### config.mk
export PLATFORM = sky130hd
export DESIGN_NAME = pfs_pin_function_select
export DESIGN_NICKNAME = d
export VERILOG_FILES = /design/src/common/pfs_pkg.sv /design/src/pfs_pin_sync.sv /design/src/pfs_pin_function_select.sv
export SDC_FILE = /design/constraint.sdc
export NUM_CORES = 1
export LEC_CHECK = 0
export BUFFER_PORTS_ARGS = -buffer_cell sky130_fd_sc_hd__buf_2
export CORE_ASPECT_RATIO = 1.25
export CORE_MARGIN = 8
export CORE_UTILIZATION = 30
export DETAILED_ROUTE_END_ITERATION = 12
export PLACE_DENSITY = 0.53
export SYNTH_ARGS = -nofsm -noshare
export SYNTH_HDL_FRONTEND = slang
export SYNTH_SLANG_ARGS = --single-unit
### constraint.sdc
create_clock -name core_clk -period 1.3 [get_ports core_clk]
set_input_delay 0 -clock core_clk [delete_from_list [all_inputs] [get_ports core_clk]]
set_output_delay 0 -clock core_clk [all_outputs]
set_load 0.02 [all_outputs]
### src/common/pfs_pkg.sv
package pfs_pkg;

  // ------------------------------------------------------------------
  // Register map
  // ------------------------------------------------------------------
  localparam int          ADDR_W          = 4;
  localparam logic [3:0]  OFS_PA_SEL_LOW  = 4'h0;
  localparam logic [3:0]  OFS_PA_SEL_HIGH = 4'h1;
  localparam logic [3:0]  OFS_PB_SEL_LOW  = 4'h2;
  localparam logic [3:0]  OFS_PB_SEL_HIGH = 4'h3;
  localparam logic [3:0]  OFS_PA_DATA     = 4'h4;
  localparam logic [3:0]  OFS_PA_DIR      = 4'h5;
  localparam logic [3:0]  OFS_PB_DATA     = 4'h6;
  localparam logic [3:0]  OFS_PB_DIR      = 4'h7;
  localparam logic [3:0]  OFS_PA_PIN      = 4'h8;
  localparam logic [3:0]  OFS_PB_PIN      = 4'h9;
  localparam logic [3:0]  OFS_TMR_CTRL    = 4'hA;

  // ------------------------------------------------------------------
  // Reset values and writable masks
  // ------------------------------------------------------------------
  localparam logic [7:0]  RST_SEL         = 8'h00;
  localparam logic [7:0]  RST_PORT        = 8'hFF;
  localparam logic [7:0]  MASK_PA_HIGH    = 8'hF3;
  localparam logic [7:0]  MASK_PB_HIGH    = 8'h03;

  // ------------------------------------------------------------------
  // Field positions (low bit of each two-bit role field)
  // ------------------------------------------------------------------
  localparam int          POS_PIN3        = 6;
  localparam int          POS_PIN2        = 4;
  localparam int          POS_PIN1        = 2;
  localparam int          POS_PIN0        = 0;
  localparam int          POS_PA_PIN7     = 6;
  localparam int          POS_PA_PIN6     = 4;

  // ------------------------------------------------------------------
  // Role codes
  // ------------------------------------------------------------------
  localparam logic [1:0]  CODE_00         = 2'h0;
  localparam logic [1:0]  CODE_01         = 2'h1;
  localparam logic [1:0]  CODE_10         = 2'h2;
  localparam logic [1:0]  CODE_11         = 2'h3;

endpackage : pfs_pkg

### src/pfs_pin_sync.sv
`timescale 1ns/1ns
module pfs_pin_sync #(
  parameter int W = 8
) (
  // Clock and reset
  input  wire logic         core_clk,
  input  wire logic         srst,
  // Pins in, filtered level out
  input  wire logic [W-1:0] pinRaw,
  output logic      [W-1:0] pinLevel
);

  logic [W-1:0] s1_q;
  logic [W-1:0] s2_q;
  logic [W-1:0] s3_q;

  // ------------------------------------------------------------------
  // Three stages; level moves only when stages two and three agree
  // ------------------------------------------------------------------
  always_ff @(posedge core_clk) begin
    if (srst) begin
      s1_q <= '1;
      s2_q <= '1;
      s3_q <= '1;
    end else begin
      s1_q <= pinRaw;
      s2_q <= s1_q;
      s3_q <= s2_q;
    end
  end

  always_ff @(posedge core_clk) begin
    if (srst) begin
      pinLevel <= '1;
    end else begin
      for (int i = 0; i < W; i++) begin
        if (s2_q[i] == s3_q[i]) begin
          pinLevel[i] <= s3_q[i];
        end
      end
    end
  end

endmodule : pfs_pin_sync

### src/pfs_pin_function_select.sv
// Behaviour
// - Port A pin 3: 01 amp positive input
// - Port A pin 2: 01 amp negative, 10 battery
// - Port A pin 1: amp out, analog 1, timer
// - Port A pin 0: interrupt, analog 0, timer
// - Port A pin 7: 01 selects analog input 3
// - Port A pin 6: amp positive, analog 2, inverted
// - Port A high bits 3:2 read zero
// - Port B pin 3: 01 selects touch key two
// - Port B pin 2: touch key one, reference
// - Port B pin 1: 01 inverted timer output
// - Port B pin 0: 01 timer primary output
// - Port B pin 0 signal drives transistor gate
// - Port B high bits 7:2 read zero
// - Port data and direction reset to ones
// - Inverted timer output is primary's complement
`timescale 1ns/1ns
module pfs_pin_function_select
  import pfs_pkg::*;
#(
  parameter int PIN_W = 8
) (
  // Clock and reset
  input  wire logic                      core_clk,
  input  wire logic                      srst,
  // Register port
  input  wire logic [pfs_pkg::ADDR_W-1:0] regAddr,
  input  wire logic [7:0]                regWdata,
  input  wire logic                      regWrite,
  input  wire logic                      regRead,
  output logic      [7:0]                regRdata,
  // Peripheral sources
  input  wire logic                      timerPrimary,
  input  wire logic                      ampOutput,
  // Port A pins
  input  wire logic [PIN_W-1:0]          paPinIn,
  output logic      [PIN_W-1:0]          paPinOut,
  output logic      [PIN_W-1:0]          paPinOe,
  output logic      [PIN_W-1:0]          paAnalogEn,
  // Port B pins
  input  wire logic [PIN_W-1:0]          pbPinIn,
  output logic      [PIN_W-1:0]          pbPinOut,
  output logic      [PIN_W-1:0]          pbPinOe,
  output logic      [PIN_W-1:0]          pbAnalogEn,
  // Routed analogue and digital roles
  output logic                           ampPositiveFromPa3,
  output logic                           ampPositiveFromPa6,
  output logic                           ampNegativeSel,
  output logic                           battSenseSel,
  output logic      [3:0]                analogInputSel,
  output logic                           touchKeyOneSel,
  output logic                           touchKeyTwoSel,
  output logic                           vrefSel,
  output logic                           extIntLevel,
  output logic                           nmosGate
);

  // ------------------------------------------------------------------
  // Storage
  // ------------------------------------------------------------------
  logic [7:0] paSelLow_q;
  logic [7:0] paSelHigh_q;
  logic [7:0] pbSelLow_q;
  logic [7:0] pbSelHigh_q;
  logic [7:0] paData_q;
  logic [7:0] paDir_q;
  logic [7:0] pbData_q;
  logic [7:0] pbDir_q;
  logic [7:0] regRdata_d;
  logic [PIN_W-1:0] paLevel;
  logic [PIN_W-1:0] pbLevel;

  logic [1:0] paPin3Role;
  logic [1:0] paPin2Role;
  logic [1:0] paPin1Role;
  logic [1:0] paPin0Role;
  logic [1:0] paPin7Role;
  logic [1:0] paPin6Role;
  logic [1:0] pbPin3Role;
  logic [1:0] pbPin2Role;
  logic [1:0] pbPin1Role;
  logic [1:0] pbPin0Role;

  logic       timerInverted;
  logic [7:0] paPerEn;
  logic [7:0] paPerVal;
  logic [7:0] paAna;
  logic [7:0] pbPerEn;
  logic [7:0] pbPerVal;
  logic [7:0] pbAna;
  logic [7:0] paOut_d;
  logic [7:0] pbOut_d;

  function automatic logic [1:0] roleField(input logic [7:0] r,
                                           input int pos);
    roleField = r[pos +: 2];
  endfunction : roleField

  // ------------------------------------------------------------------
  // Pin input synchroniser
  // ------------------------------------------------------------------
  pfs_pin_sync #(
    .W (2 * PIN_W)
  ) u_sync (
    .core_clk (core_clk),
    .srst     (srst),
    .pinRaw   ({pbPinIn, paPinIn}),
    .pinLevel ({pbLevel, paLevel})
  );

  // ------------------------------------------------------------------
  // Selection registers
  // ------------------------------------------------------------------
  // Software keeps the reserved low bits untouched; hardware stores them
  always_ff @(posedge core_clk) begin
    if (srst) begin
      paSelLow_q  <= RST_SEL;
      paSelHigh_q <= RST_SEL;
      pbSelLow_q  <= RST_SEL;
      pbSelHigh_q <= RST_SEL;
    end else if (regWrite) begin
      if (regAddr == OFS_PA_SEL_LOW) begin
        paSelLow_q <= regWdata;
      end else if (regAddr == OFS_PA_SEL_HIGH) begin
        paSelHigh_q <= regWdata & MASK_PA_HIGH;
      end else if (regAddr == OFS_PB_SEL_LOW) begin
        pbSelLow_q <= regWdata;
      end else if (regAddr == OFS_PB_SEL_HIGH) begin
        pbSelHigh_q <= regWdata & MASK_PB_HIGH;
      end
    end
  end

  // ------------------------------------------------------------------
  // Port data and direction registers
  // ------------------------------------------------------------------
  always_ff @(posedge core_clk) begin
    if (srst) begin
      paData_q <= RST_PORT;
      paDir_q  <= RST_PORT;
      pbData_q <= RST_PORT;
      pbDir_q  <= RST_PORT;
    end else if (regWrite) begin
      if (regAddr == OFS_PA_DATA) begin
        paData_q <= regWdata;
      end else if (regAddr == OFS_PA_DIR) begin
        paDir_q <= regWdata;
      end else if (regAddr == OFS_PB_DATA) begin
        pbData_q <= regWdata;
      end else if (regAddr == OFS_PB_DIR) begin
        pbDir_q <= regWdata;
      end
    end
  end

  // ------------------------------------------------------------------
  // Read path
  // ------------------------------------------------------------------
  always_comb begin
    regRdata_d = 8'h00;
    if (regAddr == OFS_PA_SEL_LOW) begin
      regRdata_d = paSelLow_q;
    end else if (regAddr == OFS_PA_SEL_HIGH) begin
      regRdata_d = paSelHigh_q & MASK_PA_HIGH;
    end else if (regAddr == OFS_PB_SEL_LOW) begin
      regRdata_d = pbSelLow_q;
    end else if (regAddr == OFS_PB_SEL_HIGH) begin
      regRdata_d = pbSelHigh_q & MASK_PB_HIGH;
    end else if (regAddr == OFS_PA_DATA) begin
      regRdata_d = paData_q;
    end else if (regAddr == OFS_PA_DIR) begin
      regRdata_d = paDir_q;
    end else if (regAddr == OFS_PB_DATA) begin
      regRdata_d = pbData_q;
    end else if (regAddr == OFS_PB_DIR) begin
      regRdata_d = pbDir_q;
    end else if (regAddr == OFS_PA_PIN) begin
      regRdata_d = paLevel[7:0];
    end else if (regAddr == OFS_PB_PIN) begin
      regRdata_d = pbLevel[7:0];
    end else if (regAddr == OFS_TMR_CTRL) begin
      regRdata_d = {6'h00, timerInverted, timerPrimary};
    end
  end

  // Data stands only in the cycle after the read strobe
  always_ff @(posedge core_clk) begin
    if (srst) begin
      regRdata <= 8'h00;
    end else if (regRead) begin
      regRdata <= regRdata_d;
    end else begin
      regRdata <= 8'h00;
    end
  end

  // ------------------------------------------------------------------
  // Role decode
  // ------------------------------------------------------------------
  assign paPin3Role    = roleField(paSelLow_q, POS_PIN3);
  assign paPin2Role    = roleField(paSelLow_q, POS_PIN2);
  assign paPin1Role    = roleField(paSelLow_q, POS_PIN1);
  assign paPin0Role    = roleField(paSelLow_q, POS_PIN0);
  assign paPin7Role    = roleField(paSelHigh_q, POS_PA_PIN7);
  assign paPin6Role    = roleField(paSelHigh_q, POS_PA_PIN6);
  assign pbPin3Role    = roleField(pbSelLow_q, POS_PIN3);
  assign pbPin2Role    = roleField(pbSelLow_q, POS_PIN2);
  assign pbPin1Role    = roleField(pbSelLow_q, POS_PIN1);
  assign pbPin0Role    = roleField(pbSelLow_q, POS_PIN0);
  assign timerInverted = ~timerPrimary;

  always_comb begin
    paPerEn  = 8'h00;
    paPerVal = 8'h00;
    paAna    = 8'h00;
    pbPerEn  = 8'h00;
    pbPerVal = 8'h00;
    pbAna    = 8'h00;
    paAna[3] = (paPin3Role == CODE_01);
    paAna[2] = (paPin2Role == CODE_01) || (paPin2Role == CODE_10);
    case (paPin1Role)
      CODE_01: begin
        paPerEn[1]  = 1'b1;
        paPerVal[1] = ampOutput;
      end
      CODE_10: paAna[1] = 1'b1;
      CODE_11: begin
        paPerEn[1]  = 1'b1;
        paPerVal[1] = timerPrimary;
      end
      default: ;
    endcase
    case (paPin0Role)
      CODE_01: paAna[0] = 1'b1;
      CODE_10: begin
        paPerEn[0]  = 1'b1;
        paPerVal[0] = timerPrimary;
      end
      default: ;
    endcase
    paAna[7] = (paPin7Role == CODE_01);
    case (paPin6Role)
      CODE_01, CODE_10: paAna[6] = 1'b1;
      CODE_11: begin
        paPerEn[6]  = 1'b1;
        paPerVal[6] = timerInverted;
      end
      default: ;
    endcase
    pbAna[3] = (pbPin3Role == CODE_01);
    pbAna[2] = (pbPin2Role == CODE_01) || (pbPin2Role == CODE_10);
    if (pbPin1Role == CODE_01) begin
      pbPerEn[1]  = 1'b1;
      pbPerVal[1] = timerInverted;
    end
    if (pbPin0Role == CODE_01) begin
      pbPerEn[0]  = 1'b1;
      pbPerVal[0] = timerPrimary;
    end
  end

  // Peripheral output roles take over the data latch and drive the pin
  assign paOut_d = (paPerEn & paPerVal) | (~paPerEn & paData_q);
  assign pbOut_d = (pbPerEn & pbPerVal) | (~pbPerEn & pbData_q);

  // ------------------------------------------------------------------
  // Registered pin and role outputs
  // ------------------------------------------------------------------
  always_ff @(posedge core_clk) begin
    if (srst) begin
      paPinOut   <= '1;
      pbPinOut   <= '1;
      paPinOe    <= '0;
      pbPinOe    <= '0;
      paAnalogEn <= '0;
      pbAnalogEn <= '0;
    end else begin
      paPinOut   <= PIN_W'(paOut_d);
      pbPinOut   <= PIN_W'(pbOut_d);
      paPinOe    <= PIN_W'((paPerEn | ~paDir_q) & ~paAna);
      pbPinOe    <= PIN_W'((pbPerEn | ~pbDir_q) & ~pbAna);
      paAnalogEn <= PIN_W'(paAna);
      pbAnalogEn <= PIN_W'(pbAna);
    end
  end

  always_ff @(posedge core_clk) begin
    if (srst) begin
      ampPositiveFromPa3 <= 1'b0;
      ampPositiveFromPa6 <= 1'b0;
      ampNegativeSel     <= 1'b0;
      battSenseSel       <= 1'b0;
      analogInputSel     <= 4'h0;
      touchKeyOneSel     <= 1'b0;
      touchKeyTwoSel     <= 1'b0;
      vrefSel            <= 1'b0;
      extIntLevel        <= 1'b1;
      nmosGate           <= 1'b1;
    end else begin
      ampPositiveFromPa3 <= (paPin3Role == CODE_01);
      ampPositiveFromPa6 <= (paPin6Role == CODE_01);
      ampNegativeSel     <= (paPin2Role == CODE_01);
      battSenseSel       <= (paPin2Role == CODE_10);
      analogInputSel     <= {paPin7Role == CODE_01, paPin6Role == CODE_10,
                             paPin1Role == CODE_10, paPin0Role == CODE_01};
      touchKeyOneSel     <= (pbPin2Role == CODE_01);
      touchKeyTwoSel     <= (pbPin3Role == CODE_01);
      vrefSel            <= (pbPin2Role == CODE_10);
      // Interrupt follows the pin only in its general I/O codes
      extIntLevel        <= (paPin0Role == CODE_00 || paPin0Role == CODE_11)
                            ? paLevel[0] : 1'b1;
      nmosGate           <= pbOut_d[0];
    end
  end
endmodule : pfs_pin_function_select

After elaboration in Yosys (flattened, before gate mapping)
Cells that the tools add are included.
{ "classes": {"n_mux": 24, "reduce_logical": 17, "n_addsub": 0, "n_mul": 0, "n_eq_ne": 44, "n_shift": 0, "bitwise_logic": 25, "div_mod_pow": 0, "magnitude_cmp": 0} }
{ "ops": {"columns": ["cell", "count"], "rows": [
  ["$mux 8", 10],
  ["$and 8x8->8", 4],
  ["$not 8->8", 3],
  ["$eq 2x1->1 const B", 10],
  ["$eq 1x1->1", 16],
  ["$eq 2x2->1 const B", 8],
  ["$eq 4x3->1 const B", 4],
  ["$or 2x8->8", 2],
  ["$or 7x8->8", 2],
  ["$eq 4x4->1 const B", 3],
  ["$mux 1", 12],
  ["$reduce_and 5->1", 2],
  ["$not 1->1", 9],
  ["$eq 4x2->1 const B", 2],
  ["$not 2->8", 1],
  ["$not 4->8", 1],
  ["$not 7->8", 1],
  ["$reduce_and 4->1", 2],
  ["$reduce_or 2->1", 4],
  ["$and 7x7->7", 1],
  ["$reduce_and 3->1", 2],
  ["$eq 4x1->1 const B", 1],
  ["$logic_not 4->1", 1],
  ["$reduce_and 2->1", 2],
  ["5 further kinds", 7]
]} }
{ "totals": {"input_bits": 34, "output_inout_bits": 69, "latch_bits": 0, "mem_count": 0, "ramBits": 0, "register_bits": 189, "mem_bits_ro": 0} }

Depth between registers and ports, before layout
{ "logic_depth": {"ltp_word": 12, "depth_mapped": 7} }

Hierarchy
A second synthesis with hierarchy kept.
{ "unflattened": {"cells_unflattened": 691, "hier_area_um2": 6819.0} }
{ "modules_own_cells": {"columns": ["module", "area_per_inst_um2", "cells_per_inst", "instances"], "rows": [
  ["pfs_pin_function_select", 4904.7, 524, 1],
  ["pfs_pin_sync", 1914.3, 167, 1]
]} }

Least setup slack after synthesis
Ideal clock, no wire load.
{ "synth_timing": {"path_kind": "register to register", "start": "reg paSelLow_q[0]", "end": "reg extIntLevel", "setup_slack_ns": 0.087, "path_stages_with_launch": 4, "path_buffers": 0, "required_time_ns": 1.168, "t_arrival_ns": 1.080, "path_cell_list": "dfxtp_1 inv_1 ha_1 or3b_2"} }
{ "synth_via": {"elab_chain_cells": 4, "word_cells_on_any_way": 5, "classes_between": "1 x eq/ne; 1 x bitwise; 3 x reduce/logical"} }
{ "synth_lines": {"columns": ["element", "line_no", "text"], "rows": [
  ["start: declaration", "pfs_pin_function_select.sv:61", "logic [7:0] paSelLow_q;"],
  ["start signal: assignment", "pfs_pin_function_select.sv:123", "paSelLow_q <= regWdata;"],
  ["$eq 2x2->1 / $logic_not 2->1 (equally long branches)", "pfs_pin_function_select.sv:310", "extIntLevel <= (paPin0Role == CODE_00 || paPin0Role == CODE_11)"],
  ["$logic_or 1x1->1 (*)", "pfs_pin_function_select.sv:310", null],
  ["$not 1->1 (no line) (*)", null, null],
  ["$reduce_or 2->1 (no line) (*)", null, null],
  ["end signal: assignment", "pfs_pin_function_select.sv:310", null],
  ["end: declaration", "pfs_pin_function_select.sv:54", "output logic extIntLevel,"]
]} }
Mark *: on every way between the ends. The rest lies on a longest branch, timed or not.
A chain may end at the register's enable or synchronous reset.

Worst setup path in the final report
{ "layout_timing": {"start": "reg u_sync.pinLevel[6]", "end": "reg regRdata[6]"} }
{ "layout_via": {"elab_chain_cells": 9} }
{ "layout_lines": {"columns": ["element", "line_no", "text"], "rows": [
  ["start: declaration", "pfs_pin_sync.sv:10", "output logic [W-1:0] pinLevel"],
  ["start signal: indexed assignment", "pfs_pin_sync.sv:38", "pinLevel[i] <= s3_q[i];"],
  ["$mux 8", "pfs_pin_function_select.sv:177", "end else if (regAddr == OFS_PA_PIN) begin"],
  ["$mux 8", "pfs_pin_function_select.sv:175", "end else if (regAddr == OFS_PB_DIR) begin"],
  ["$mux 8", "pfs_pin_function_select.sv:173", "end else if (regAddr == OFS_PB_DATA) begin"],
  ["$mux 8", "pfs_pin_function_select.sv:171", "end else if (regAddr == OFS_PA_DIR) begin"],
  ["$mux 8", "pfs_pin_function_select.sv:169", "end else if (regAddr == OFS_PA_DATA) begin"],
  ["$mux 8", "pfs_pin_function_select.sv:167", "end else if (regAddr == OFS_PB_SEL_HIGH) begin"],
  ["$mux 8", "pfs_pin_function_select.sv:165", "end else if (regAddr == OFS_PB_SEL_LOW) begin"],
  ["$mux 8", "pfs_pin_function_select.sv:163", "end else if (regAddr == OFS_PA_SEL_HIGH) begin"],
  ["$mux 8", "pfs_pin_function_select.sv:161", "if (regAddr == OFS_PA_SEL_LOW) begin"],
  ["end signal: assignment", "pfs_pin_function_select.sv:191", "regRdata <= regRdata_d;"],
  ["end: declaration", "pfs_pin_function_select.sv:31", "output logic [7:0] regRdata,"]
]} }
Every way passes these cells.

==> flow_summary.toml <==
[synthesis]
syn_avg_cell_area_um2 = 9.64
syn_area_um2 = 6750
synthAdderAreaFrac_pct = 1.67
ys_ff_latch = 175
yosysWarningCount = 0
synth_top_family_by_area = "simple AND/OR/NAND/NOR gates"
synthArstFlopShare_pct = 0
ys_seq_area_share_pct = 51.9
synth_cell_types = 60
synth-simple-area-share_pct = 25.0
synth-edff-count = 0
muxShareOfSynthArea_pct = 5.29
ys.flop_type = "dfxtp_1"
synthCells = 700
synth_compound_gate_area_share_pct = 10.5
synth_xor_area_share_pct = 0

[finish]
drive_above_1_share_pct = 32.5
nNetsFinal = 911
syn2layout_area_growth_pct = 31.7

[timing]
rsz0062_at_grt = "true"
slew_violations = 0
skew_ns = 0.0146
setup_viol = 0
fmax_mhz = 778
whs_ns = 0.0385
worst_slew_pin_slew_ns = 0.640
slew_headroom_pct = 57.2
layout_setup_ws_ns = 0.0152
fin_crit_ns = 1.28
period_share_pct = 98.8
finalHoldViolCount = 0

[power_and_ir_drop]
ir_drop_uv = 919
clkPwrFrac_pct = 42.9
p_int_w = 0.00874
pwr-share-seq_pct = 48.6
combPwrFrac_pct = 8.4
netSwitchingFraction_pct = 23.4
leakage_nw = 3.94
p_switching_w = 0.00267
powerDensity_nw_per_um2 = 1290

[clocking]
clockBufferDepth = 2
cts.clk_slew.worst_paths_ns = 0.07
cts_sinks = 175
cts_buffers = 17
h-tree-depth = 4
cts_tree = "built"
cts_root_buf = "clkbuf_16"
insertion_delay_ns = 0.43

[critical_path]
arrival_ns = 1.62
endpoint_kind = "register"
worst_ep_required_time_ns = 1.63
crit_fanout = 2
cp-start-kind = "register"
crit_type = "reg -> reg"

[drt]
first_pass_iters = 5
drcViolationCount = 0
ant_nets = 0
via_per_inst = 4.57
wl_mm = 19.0
routedWlPerCell_um = 16.3
vias = 5323
drtIter0Drc = 252

[grt]
antenna_found_initial = 3
grt_use_total_pct = 14.0
grt_pass1_vias = 5183
grt_max_degree = 94
overflow = 0
grt_pass1_wl_mm = 29.3

[die]
io_pins = 103
die_y_um = 184
rows = 61
die_w_um = 150
start_util_pct = 30.5
dieArea_um2 = 27600
design.core.area_um2 = 22100

[placement]
place.gp.congestion = 0.842
io_buffers = 94
hpwl_mm = 13.8
post-place-ws_ns = -0.338

[job]
maxCapViolCount = 0

[run_status]
outcome = "complete, no violations"

[worst_hold_path]
hp-class = "in -> reg"
[per-stage QoR]
step	std cells	TNS [ns]	instance area [um2]	power (W)	utilization [%]
after floorplan	707	0	6770	0.00618	-
after detailed placement	1098	-1.17	7940	0.00655	35.9
final	1165	0	8880	0.0114	40.1
after global placement	1098	-1.05	7940	0.00655	35.9
after global routing	1165	-0.0855	8880	0.0119	40.1
after CTS	1163	0	8840	0.0116	39.9
[sequential cells by signal (all words and copies together) (netlist names), 2 cells and up]
| register | cells |
|---|---|
| pbData_q | 8 |
| paPinOe | 8 |
| pbPinOut | 8 |
| paDir_q | 8 |
| u_sync.s3_q | 16 |
| paSelHigh_q | 6 |
| paPinOut | 8 |
| pbDir_q | 8 |
| pbAnalogEn | 2 |
| pbSelLow_q | 8 |
| u_sync.s2_q | 16 |
| pbSelHigh_q | 2 |
| regRdata | 8 |
| pbPinOe | 8 |
| paData_q | 8 |
| u_sync.s1_q | 16 |
| paSelLow_q | 8 |
| u_sync.pinLevel | 16 |
| paAnalogEn | 6 |
[per-layer routing]
metal  GRT usage (%)  share of wire [%]  vias to the layer above
li1                -                  -                     2676
met1            16.7                 44                     2481
met2            22.7                 47                      131
met3            3.84                6.0                       31
met4            7.13                3.3                        4
met5               0               0.12                        -
[cell type report]
| cell class | count | area, um2 |
|---|---|---|
| inverters | 14 | 52.6 |
| flip-flops and latches | 175 | 3510 |
| well taps | 283 | 354 |
| clock buffers | 23 | 478 |
| diodes | 1 | 2.50 |
| clock inverters | 9 | 85.1 |
| fillers | 2302 | 13300 |
| repair buffers | 201 | 1470 |
| multi-input cells | 459 | 2930 |
[cell usage in the layout, fill, tap and decap left out, types with 4 or more instances in the layout]
cell type	Yosys	layout
dfxtp_1	175	168
buf_2	11	93
nand2_1	67	67
buf_4	19	66
or2_2	61	61
nor2_1	58	58
nand3b_1	40	40
dlygate4sd3_1	0	33
mux2i_1	30	30
a21oi_1	29	29
nor2b_1	27	27
o21bai_1	18	18
clkbuf_16	0	17
inv_1	14	14
o21ai_0	10	10
ha_1	9	9
buf_12	0	9
nor3_1	8	8
nand2b_1	8	8
conb_1	1	8
o22ai_1	7	7
dfxtp_2	0	7
and3_1	6	6
a211oi_1	8	6
nand3_1	4	4
a21o_1	4	4
nor3b_1	4	4
[critical path: stages, from the launching register on]
cell	delay [ns]
dfxtp_2	0.33
or4bb_1	0.43
a31oi_1	0.19
a211oi_1	0.07
o31ai_1	0.18
[power groups by stage]
stage	Sequential (W)	Combinational, W	Clock [W]
after CTS	0.00555	0.000964	0.00505
after global placement	0.00567	0.000880	0
after detailed placement	0.00567	0.000881	0
final	0.00555	0.000964	0.00490
after global routing	0.00556	0.00105	0.00528
after floorplan	0.00569	0.000492	0
[final timing paths]
path	start	depth (start not counted)	slack [ns]	to
setup / recovery	u_sync.pinLevel[6]$_SDFFE_PP1N_	4	0.02	regRdata[6]$_SDFF_PP0_
hold / removal	srst	5	0.04	regRdata[7]$_SDFF_PP0_
setup reg to reg	u_sync.pinLevel[6]$_SDFFE_PP1N_	4	0.02	regRdata[6]$_SDFF_PP0_
hold reg to reg	u_sync.s1_q[3]$_SDFF_PP1_	1	0.41	u_sync.s2_q[3]$_SDFF_PP1_
[cells in the mapped netlist, types with 3 or more instances]
| cell type | n | area, um2 |
|---|---|---|
| ha_1 | 9 | 113 |
| dfxtp_1 | 175 | 3500 |
| inv_1 | 14 | 52.6 |
| nand3_2 | 3 | 30.0 |
| o21ai_0 | 10 | 50.1 |
| nor3b_1 | 4 | 30.0 |
| buf_2 | 11 | 55.1 |
| buf_4 | 19 | 143 |
| nor2_1 | 58 | 218 |
| o22ai_1 | 7 | 43.8 |
| o31ai_1 | 3 | 22.5 |
| mux2i_1 | 30 | 300 |
| nand3_1 | 4 | 20.0 |
| nand2_1 | 67 | 251 |
| or2_2 | 61 | 382 |
| and3_1 | 6 | 37.5 |
| clkbuf_1 | 24 | 90.1 |
| a211oi_1 | 8 | 60.1 |
| o21bai_1 | 18 | 135 |
| a211o_1 | 3 | 26.3 |
| nor2b_1 | 27 | 169 |
| nand3b_1 | 40 | 300 |
| mux2_2 | 3 | 33.8 |
| a21o_1 | 4 | 30.0 |
| nand2b_1 | 8 | 50.1 |
| nor3_1 | 8 | 40.0 |
| a21oi_1 | 29 | 145 |
[kinds of logic (layout without fill, tap and decap cells)]
family,Yosys count,after routing
fa+ha+maj,9,9
mux,34,34
flops,175,175
other cells,1,9
simple gates,304,304
compound gates,104,104
buf+inv,73,247
[timing repair]
| action | 4_1_cts | 5_1_grt |
|---|---|---|
| gates resized for setup | 2 | 11 |
| setup endpoints to repair | 2 | 5 |
| hold buffers | 33 | 0 |
| pin swaps | 2 | 3 |
| buffers inserted | 0 | 1 |
| gates cloned | 0 | 0 |
| endpoints found under the hold margin | 90 | 0 |
Power figures use the tool's default switching activity.
